==> config.mk <==
export PLATFORM = sky130hd
export DESIGN_NAME = irus_slave
export DESIGN_NICKNAME = d
export VERILOG_FILES = /design/src/hw/irus_regfile.v /design/src/hw/irus_slave.v
export VERILOG_INCLUDE_DIRS = /design/src /design/src/hw
export SDC_FILE = /design/constraint.sdc
export NUM_CORES = 1
export LEC_CHECK = 0
export BUFFER_PORTS_ARGS = -buffer_cell sky130_fd_sc_hd__buf_4
export CAP_MARGIN = 15
export CELL_PAD_IN_SITES_DETAIL_PLACEMENT = 1
export CELL_PAD_IN_SITES_GLOBAL_PLACEMENT = 1
export CORE_MARGIN = 5
export CORE_UTILIZATION = 40
export CTS_CLUSTER_SIZE = 8
export DETAILED_ROUTE_END_ITERATION = 12
export PLACE_DENSITY = 0.72
export SKIP_CTS_REPAIR_TIMING = 1
export SYNTH_ARGS = -nofsm -noshare
export SYNTH_HDL_FRONTEND = slang
export SYNTH_SLANG_ARGS = --single-unit
==> constraint.sdc <==
create_clock -name i_clk -period 3.2 [get_ports i_clk]
set_clock_uncertainty 0.05 [all_clocks]
set_input_delay 0.16 -clock i_clk [delete_from_list [all_inputs] [get_ports i_clk]]
set_output_delay 0.16 -clock i_clk [all_outputs]
set_load 0.01 [all_outputs]
==> src/hw/irus_defines.vh <==
// irus_defines.vh: constants of the serial register update slave
// assumes inclusion by bare name from the hw files
`ifndef IRUS_DEFINES_VH
`define IRUS_DEFINES_VH
`define IRUS_SLAVE_ADDR  7'h6b
`define IRUS_HS_CODE     5'h01
`define IRUS_NUM_REGS    5
`define IRUS_RO_INDEX    8'h03
`define IRUS_UNMAPPED    8'hff
`define IRUS_BIT_LAST    3'h7
`define IRUS_BIT_FIRST   3'h0
`define IRUS_BIT_STEP    3'h1
`define IRUS_ACK_HALF    3'h1
`define IRUS_IDX_HI      8'h04
`define IRUS_SLOT_HI     2'h3
`define IRUS_RST_REG0    8'h40
`define IRUS_RST_REG1    8'h30
`define IRUS_RST_REG2    8'h0a
`define IRUS_RST_REG4    8'h00
`endif

==> src/hw/irus_regfile.v <==
// irus_regfile.v: five 8-bit registers with registered read data
// assumes the serial engine on the same clock drives writes
`timescale 1ns/1ps
`default_nettype none
`include "irus_defines.vh"
module irus_regfile (
  input  wire       i_clk,
  input  wire       i_rst,
  input  wire       i_we,
  input  wire [7:0] i_addr,
  input  wire [7:0] i_wdata,
  input  wire [7:0] i_ro_value,
  output reg  [7:0] o_rdata
);
  reg [7:0] mem_r [0:3];

  // read-write index test, shared by write and read
  function rw_hit;
    input [7:0] a;
    begin
      rw_hit = (a < `IRUS_RO_INDEX) || (a == `IRUS_IDX_HI);
    end
  endfunction

  // index 4 folds onto the fourth slot
  function [1:0] slot;
    input [7:0] a;
    begin
      slot = (a == `IRUS_IDX_HI) ? `IRUS_SLOT_HI : a[1:0];
    end
  endfunction

  always @(posedge i_clk or posedge i_rst) begin
    if (i_rst) begin
      mem_r[0] <= `IRUS_RST_REG0;
      mem_r[1] <= `IRUS_RST_REG1;
      mem_r[2] <= `IRUS_RST_REG2;
      mem_r[3] <= `IRUS_RST_REG4;
      o_rdata  <= `IRUS_UNMAPPED;
    end else begin
      if (i_we && rw_hit(i_addr)) begin
        mem_r[slot(i_addr)] <= i_wdata;
      end
      if (i_addr == `IRUS_RO_INDEX) begin
        o_rdata <= i_ro_value;
      end else if (rw_hit(i_addr)) begin
        o_rdata <= mem_r[slot(i_addr)];
      end else begin
        o_rdata <= `IRUS_UNMAPPED;
      end
    end
  end
endmodule // irus_regfile
`default_nettype wire

==> src/hw/irus_slave.v <==
// irus_slave.v: two-wire serial slave updating four of five control registers
// assumes bus pins arrive asynchronous and open-drain, oe low drives
`timescale 1ns/1ps
`default_nettype none
`include "irus_defines.vh"
module irus_slave (
  input  wire       i_clk,
  input  wire       i_rst,
  input  wire       i_scl,
  input  wire       i_sda,
  input  wire [7:0] i_ro_value,
  output reg        o_sda_out,
  output reg        o_sda_oe_n,
  output reg        o_hs_mode,
  output reg  [7:0] o_rd_data
);
  localparam [4:0] ST_IDLE = 5'h01;
  localparam [4:0] ST_ADDR = 5'h02;
  localparam [4:0] ST_IDX  = 5'h04;
  localparam [4:0] ST_DATA = 5'h08;
  localparam [4:0] ST_ACK  = 5'h10;

  reg  [1:0] scl_s_r;
  reg  [1:0] sda_s_r;
  reg        scl_d_r;
  reg        sda_d_r;
  reg  [4:0] st_r;
  reg  [4:0] ret_r;
  reg  [2:0] bit_r;
  reg  [7:0] sh_r;
  reg  [7:0] idx_r;
  reg        ack_r;
  reg        wr_pend_r;
  reg        we_r;
  reg  [7:0] wdata_r;
  wire       scl      = scl_s_r[1];
  wire       sda      = sda_s_r[1];
  wire       scl_rise = scl & ~scl_d_r;
  wire       scl_fall = ~scl & scl_d_r;
  // data moving while the clock stays high marks frame edges
  wire       start_c  = scl & scl_d_r & sda_d_r & ~sda;
  wire       stop_c   = scl & scl_d_r & ~sda_d_r & sda;
  wire [7:0] byte_in  = {sh_r[6:0], sda};
  wire       byte_end = scl_rise & (bit_r == `IRUS_BIT_LAST);
  wire [7:0] rdata;

  function addr_hit;
    input [7:0] b;
    begin
      addr_hit = (b[7:1] == `IRUS_SLAVE_ADDR);
    end
  endfunction

  function hs_hit;
    input [7:0] b;
    begin
      hs_hit = (b[7:3] == `IRUS_HS_CODE);
    end
  endfunction

  // two flip-flops ahead of any logic
  always @(posedge i_clk or posedge i_rst) begin
    if (i_rst) begin
      scl_s_r <= 2'h3;
      sda_s_r <= 2'h3;
      scl_d_r <= 1'b1;
      sda_d_r <= 1'b1;
    end else begin
      scl_s_r <= {scl_s_r[0], i_scl};
      sda_s_r <= {sda_s_r[0], i_sda};
      scl_d_r <= scl;
      sda_d_r <= sda;
    end
  end

  // byte engine; no glitch filter, bus clock must stay slow
  always @(posedge i_clk or posedge i_rst) begin
    if (i_rst) begin
      st_r      <= ST_IDLE;
      ret_r     <= ST_IDLE;
      bit_r     <= `IRUS_BIT_FIRST;
      sh_r      <= 8'h00;
      idx_r     <= 8'h00;
      ack_r     <= 1'b0;
      wr_pend_r <= 1'b0;
      wdata_r   <= 8'h00;
    end else if (stop_c) begin
      st_r <= ST_IDLE;
    end else if (start_c) begin
      // first byte is the address, mid-byte start restarts
      st_r  <= ST_ADDR;
      bit_r <= `IRUS_BIT_FIRST;
    end else begin
      case (st_r)
        ST_IDLE: begin
          bit_r <= `IRUS_BIT_FIRST;
        end
        ST_ADDR, ST_IDX, ST_DATA: begin
          if (scl_rise) begin
            sh_r  <= byte_in;
            bit_r <= bit_r + `IRUS_BIT_STEP;
          end
          if (byte_end) begin
            st_r      <= ST_ACK;
            ack_r     <= 1'b1;
            wr_pend_r <= 1'b0;
            if (st_r == ST_ADDR) begin
              ret_r <= ST_IDX;
              // mismatch: no ack, ignored till start
              if (!addr_hit(byte_in)) begin
                ack_r <= 1'b0;
                ret_r <= ST_IDLE;
              end
            end else if (st_r == ST_IDX) begin
              idx_r <= byte_in;
              ret_r <= ST_DATA;
            end else begin
              // next pair starts with an index
              wdata_r   <= byte_in;
              wr_pend_r <= 1'b1;
              ret_r     <= ST_IDX;
            end
          end
        end
        ST_ACK: begin
          if (scl_fall) begin
            if (bit_r == `IRUS_BIT_FIRST) begin
              bit_r <= `IRUS_ACK_HALF;
            end else begin
              bit_r <= `IRUS_BIT_FIRST;
              st_r  <= ret_r;
            end
          end
        end
        default: st_r <= ST_IDLE;
      endcase
    end
  end

  // commit strobe on the fall ending the ack
  always @(posedge i_clk or posedge i_rst) begin
    if (i_rst) begin
      we_r <= 1'b0;
    end else begin
      // one-clock strobe, the store writes on the next edge
      we_r <= ~stop_c & ~start_c & (st_r == ST_ACK) & scl_fall &
              (bit_r != `IRUS_BIT_FIRST) & wr_pend_r;
    end
  end

  // data line drive, released outside acks
  always @(posedge i_clk or posedge i_rst) begin
    if (i_rst) begin
      o_sda_out  <= 1'b1;
      o_sda_oe_n <= 1'b1;
    end else if (stop_c || start_c) begin
      o_sda_oe_n <= 1'b1;
    end else if (st_r == ST_ACK && scl_fall) begin
      // low over the ninth high phase
      // driven only after the eighth fall, so bit 0 is not clipped
      o_sda_out  <= 1'b0;
      o_sda_oe_n <= ~ack_r | (bit_r != `IRUS_BIT_FIRST);
    end
  end

  always @(posedge i_clk or posedge i_rst) begin
    if (i_rst) begin
      o_hs_mode <= 1'b0;
    end else if (stop_c) begin
      o_hs_mode <= 1'b0;
    end else if (!start_c && byte_end && st_r == ST_ADDR &&
                 hs_hit(byte_in)) begin
      o_hs_mode <= 1'b1;
    end
  end

  // read data follows the latched index
  always @(posedge i_clk or posedge i_rst) begin
    if (i_rst) begin
      o_rd_data <= `IRUS_UNMAPPED;
    end else begin
      o_rd_data <= rdata;
    end
  end

  irus_regfile u_regs (
    .i_clk      (i_clk),
    .i_rst      (i_rst),
    .i_we       (we_r),
    .i_addr     (idx_r),
    .i_wdata    (wdata_r),
    .i_ro_value (i_ro_value),
    .o_rdata    (rdata)
  );
endmodule // irus_slave
`default_nettype wire

==> results of run 1 <==
-- logic make-up after synthesis --
logic type,Yosys count
DFF,94
and+or+nand+nor,81
muxes,64
AOI/OAI and AO/OA,51
buffers and inverters,20
adders and majority gates,3
xor gates and xnor gates,1
-- power groups by stage --
stage / Clock, mW / Combinational [mW] / Sequential [mW]
after floorplan: 0 / 0.0451 / 1.23
after global placement: 0 / 0.0661 / 1.23
after detailed placement: 0 / 0.0688 / 1.23
after CTS: 0.870 / 0.0688 / 1.21
after global routing: 0.924 / 0.0904 / 1.21
final: 0.839 / 0.0801 / 1.21
-- critical path: cells and delay by family, from the launching register on --
family | cells | cell delay, ns
DFF | 1 | 0.70
muxes | 1 | 0.39
and+or+nand+nor | 2 | 1.03
-- area by class of cell --
cell class              instances  area, um^2
clock buffers                  12         165
clock inverters                 4        52.6
fillers                      1050        5410
inverters                       8        32.5
multi-input cells             200        1610
flip-flops and latches         94        2390
well taps                     136         170
repair buffers                 35         308
-- worst max path at each step --
stage                     slack [ns]     start  cells past startpoint               to
final                           0.90  idx_r[2]                      3  u_regs.mem_r[7]
after global placement          1.04  idx_r[2]                      3  u_regs.mem_r[3]
after floorplan                 0.59     i_rst                      1            ack_r
after CTS                       0.92  idx_r[2]                      3  u_regs.mem_r[7]
after global routing            0.84  idx_r[2]                      3  u_regs.mem_r[7]
after detailed placement        0.96  idx_r[2]                      3  u_regs.mem_r[0]
-- cells in the final DEF, fill, tap and decap left out, drive strengths merged, types with 2 or more instances in the layout --
cell / instances
a221oi: 2
ha: 3
nand2: 19
nor3: 6
o32ai: 2
a31oi: 2
o21ai: 6
nand2b: 4
nor3b: 3
dfrtp: 63
dlygate4sd3: 10
mux2i: 4
a21oi: 17
nor2: 12
and3: 5
buf: 25
nand3b: 3
dfstp: 31
nand4b: 2
nand3: 11
o22ai: 6
and2: 2
nor2b: 8
mux2: 60
or4b: 2
o211ai: 3
o32a: 6
clkbuf: 12
clkinv: 2
inv: 9
-- layer usage --
layer / routed length (um) / global-route usage [%] / vias to the layer above / share of wire (%)
li1: - / - / 1209 / -
met1: 4010 / 19.3 / 1374 / 45
met2: 4520 / 25.6 / 37 / 51
met3: 232 / 3.77 / 13 / 2.6
met4: 144 / 5.60 / 0 / 1.6
met5: 0 / 0 / - / 0
-- through the flow --
stage	power (mW)	hold WS (ns)	worst slack, ns
after CTS	2.15	-0.166	0.923
after global placement	1.30	0.218	1.04
after detailed placement	1.30	0.219	0.955
after global routing	2.22	0.00972	0.842
after floorplan	1.27	0.114	0.593
final	2.13	0.0424	0.903
-- sequential cells by signal (all words and copies together) (netlist names) --
register and count:
u_regs.mem_r 32, idx_r 8, o_rd_data 8, u_regs.o_rdata 8
wdata_r 8, sh_r 7, st_r 5, bit_r 3
ret_r 3, scl_s_r 2, sda_s_r 2, ack_r 1
o_hs_mode 1, o_sda_oe_n 1, o_sda_out 1, scl_d_r 1
sda_d_r 1, we_r 1, wr_pend_r 1
==> flow_summary.ini, run 1 <==
[layout]
n_antenna_cell = 0
nNetsFinal = 363
drive_gt1_share_pct = 39.7
fin_area_um2 = 4730
post-route-util_pct = 46.7
syn_to_final_growth_pct = 15.7
fin_cells = 489

[timing]
hold_viol = 0
setup_viol = 0
slew_violations = 0
tns_ns = 0
finalCritPeriodShare_pct = 71.8
relSlewSlack_pct = 45.4
worst_pin_slew_ns = 0.819
rsz0062_at_grt = no
fin_crit_ns = 2.30
fmax_mhz = 435

[detailed_routing]
ant_nets = 0
wl_per_cell_um = 18.2
vias = 2633
drtIter0Drc = 108
route.detailed.drc = 0
drt_wl_total_mm = 8.90
drt_first_pass_iters = 4
vias_per_cell = 5.38

[outcome]
status = completed

[synth]
ys_seq_area_share_pct = 58.5
ys_warn_count = 0
synth-seq-cells = 94
synth_edf_count = 0
synth_xor_xnor_area_share_pct = 0.214
synth_compound_area_share_pct = 8.51
synthAdderAreaFrac_pct = 0.918
synth_flop_cell = dfrtp_1
synthMuxAreaShare_pct = 18.2
synth_cell_types = 51
synth.area.top_cells = dfrtp_1, dfstp_2, mux2_2
syn_nets = 329
synth_top_area_share_pct = 38.6
netlist_top_cells_count = dfrtp_1, mux2_2, dfstp_2, nand2_1, a21oi_1
synth-simple-area-share_pct = 11.5
synth_top_family_by_area = multiplexers
netlist_area_um2 = 4090
yosys.area.top_type = dfrtp_1
synth_most_common_cell = dfrtp_1
synthCells = 314
syn_avg_cell_area_um2 = 13.0
async_flop_share_pct = 100

[floorplan]
dieArea_um2 = 12300
initial_utilization_pct = 40.3
die_y_um = 111
die_w_um = 111
io_pins = 23
std_cell_rows = 37
coreArea_um2 = 10100

[critical_path]
crit_required_ns = 3.40
cp_max_fo = 15
slowest_stage = or4b_1
reg2reg_depth = 3
arrival_ns = 2.49
rr_startpoint = idx_r[2]
crit_path_end_kind = flip-flop
r2r_setup_slack_ns = 0.90
reg2reg_to = u_regs.mem_r[7]
slowest_delay_ns = 0.83
crit_chain = nand3_4 -> or4b_1 -> mux2_4
crit_type = reg -> reg
crit_path_start_kind = flip-flop

[global_route]
grt_pass1_vias = 2815
grt_max_degree = 85
grt_overflow = 0
grt_pass1_wl_mm = 15.0
grt_use_total_pct = 15.3
antenna_found_initial = 0

[power]
swShare_pct = 21.8
p_leak_nw = 2.20
pwr-share-comb_pct = 3.8
p_per_area_nw_per_um2 = 450
pwr-share-seq_pct = 56.8
ir_drop_mv = 0.335
p_int_mw = 1.66
clock_power_share_pct = 39.4
switchingPower_mw = 0.463

[clocking]
cts.sinks = 94
clock_latency_ns = 0.37
cts_buffers = 9
cts_tree = yes
root_buffer = clkbuf_8
clockBufferDepth = 2
clock_tree.htree_level_count = 3
clk_pin_slew_worst_paths_ns = 0.09

[hold_path]
hold_path_depth = 3
hold_class = in -> reg
worstHoldStart = i_ro_value[5]
min_to = u_regs.o_rdata[5]

[place]
globalplace.congestion = 0.792
numPortBuffers = 22
dp_hpwl_mm = 6.22
place_area_um2 = 4390
numPlacedInstances = 462

[run]
cap_violations = 0
No activity file was read; power rests on OpenSTA's default activity.
==> run 2, diff against run 1 <==
==> constraint.sdc (replaced) <==
create_clock -name i_clk -period 2.4 [get_ports i_clk]
set_clock_uncertainty 0.05 [all_clocks]
set_input_delay 0.12 -clock i_clk [delete_from_list [all_inputs] [get_ports i_clk]]
set_output_delay 0.12 -clock i_clk [all_outputs]
set_load 0.01 [all_outputs]
==> run 2 against run 1 <==
Net effect:
- the flow now finishes with violations (hold timing)
- die area unchanged
- sequential cell count unchanged
- routed wire length grew 0.92%
- final cell count grew 2.7%
- fmax rose by 5.2%
- register-to-register slack worse by 0.69 ns
- final area rose by 1.9%
- highest routed layer unchanged
==> flow_summary.ini, run 2 (same netlist as run 1, synthesis figures left out) <==
[place]
preCtsSetupSlack_ns = 0.205
globalplace.congestion = 0.818
dp_hpwl_mm = 6.39
place_area_um2 = 4500
numPortBuffers = 22
numPlacedInstances = 476

[clocking]
clock_latency_ns = 0.35
root_buffer = clkbuf_8
clockBufferDepth = 2
clk_pin_slew_worst_paths_ns = 0.09
clock_tree.htree_level_count = 3
cts.sinks = 94
cts_tree = yes
cts_buffers = 9

[layout]
nNetsFinal = 376
layout_commonest_cell = dfrtp_1
n_antenna_cell = 0
fin_area_um2 = 4820
regMostFlops = u_regs.mem_r
fin_cells = 502
final_cell_mix = dfrtp_1, mux2_2, buf_4
largest_reg_flops = 32
drive_gt1_share_pct = 41.0
syn_to_final_growth_pct = 18.0

[global_route]
met1_usage_pct = 20.0
grt_pass1_wl_mm = 15.4
grt_use_total_pct = 15.7
met3_usage_pct = 3.77
grt_pass1_vias = 2954
grt_use_met2_pct = 26.2
grt_overflow = 0
busiest_layer = met2
grt_max_degree = 31
antenna_found_initial = 0

[timing]
tns_ns = 0
fmax_mhz = 458
fin_ws_ns = 0.216
slew_violations = 0
hold_ws_ns = -0.0182
rsz0062_at_grt = no
fin_crit_ns = 2.18
setup_viol = 0
hold_viol = 1
finalCritPeriodShare_pct = 91.0
worst_pin_slew_ns = 0.537
relSlewSlack_pct = 64.0

[floorplan]
initial_utilization_pct = 40.3
die_w_um = 111
coreArea_um2 = 10100
std_cell_rows = 37
dieArea_um2 = 12300
die_y_um = 111
io_pins = 23

[critical_path]
crit_required_ns = 2.59
crit_type = reg -> reg
reg2reg_to = u_regs.mem_r[1]
crit_path_end_kind = flip-flop
cp_max_fo = 8
r2r_setup_slack_ns = 0.22
reg2reg_depth = 4
rr_startpoint = idx_r[3]
arrival_ns = 2.38
crit_path_start_kind = flip-flop

[hold_path]
min_to = u_regs.o_rdata[6]
worstHoldStart = i_ro_value[6]
hold_class = in -> reg
hold_path_depth = 3

[power]
ir_drop_mv = 0.303
p_leak_nw = 2.26
p_per_area_nw_per_um2 = 594

[detailed_routing]
vias_per_cell = 5.32
wl_per_cell_um = 17.9
route.detailed.drc = 0
drt_wl_total_mm = 8.98
ant_nets = 0
vias = 2673
drtIter0Drc = 122
drt_first_pass_iters = 4

[outcome]
violations = hold timing
status = complete, but fails checks

[run]
cap_violations = 0
==> run 2: per-stage QoR <==
stage               power, mW  utilization [%]
finish                   2.87             47.6
CTS                      2.90             46.6
global route             3.00             47.6
global placement         1.74             44.4
detailed placement       1.74             44.4
floorplan                1.69                -
==> run 2: layout make-up <==
type	count	area [um^2]
repair buffers	48	398
flip-flops and latches	94	2390
inverters	8	33.8
multi-input cells	200	1610
clock inverters	3	68.8
well taps	136	170
clock buffers	13	149
fillers	1025	5320
==> run 2: metal layers <==
metal	vias to the layer above	routed length (um)
li1	1237	-
met5	-	0
met4	0	116
met3	9	280
met2	39	4540
met1	1388	4050
==> run 2: worst max-delay path: stages (launching register included) <==
cell and delay [ns]:
dfrtp_1 0.39, nor2_1 0.30, nand3_4 0.17, or4b_1 0.79, mux2_4 0.39
==> run 2: how the worst max path moves through the flow <==
stage          startpoint              end  slack [ns]  cells after the start
3_3_place_gp     idx_r[7]  u_regs.mem_r[0]        0.27                      4
2_1_floorplan     scl_d_r         bit_r[2]        0.46                      5
4_1_cts          idx_r[3]  u_regs.mem_r[1]        0.19                      4
3_5_place_dp     idx_r[3]  u_regs.mem_r[1]        0.20                      4
5_1_grt          idx_r[7]  u_regs.mem_r[1]        0.11                      4
6_report         idx_r[3]  u_regs.mem_r[1]        0.22                      4
==> run 2: where the power goes <==
part	leakage [nW]	switching [mW]	internal (mW)
Sequential	1.20	0.0113	1.60
Combinational	0.951	0.0592	0.0496
Clock	0.108	0.528	0.620
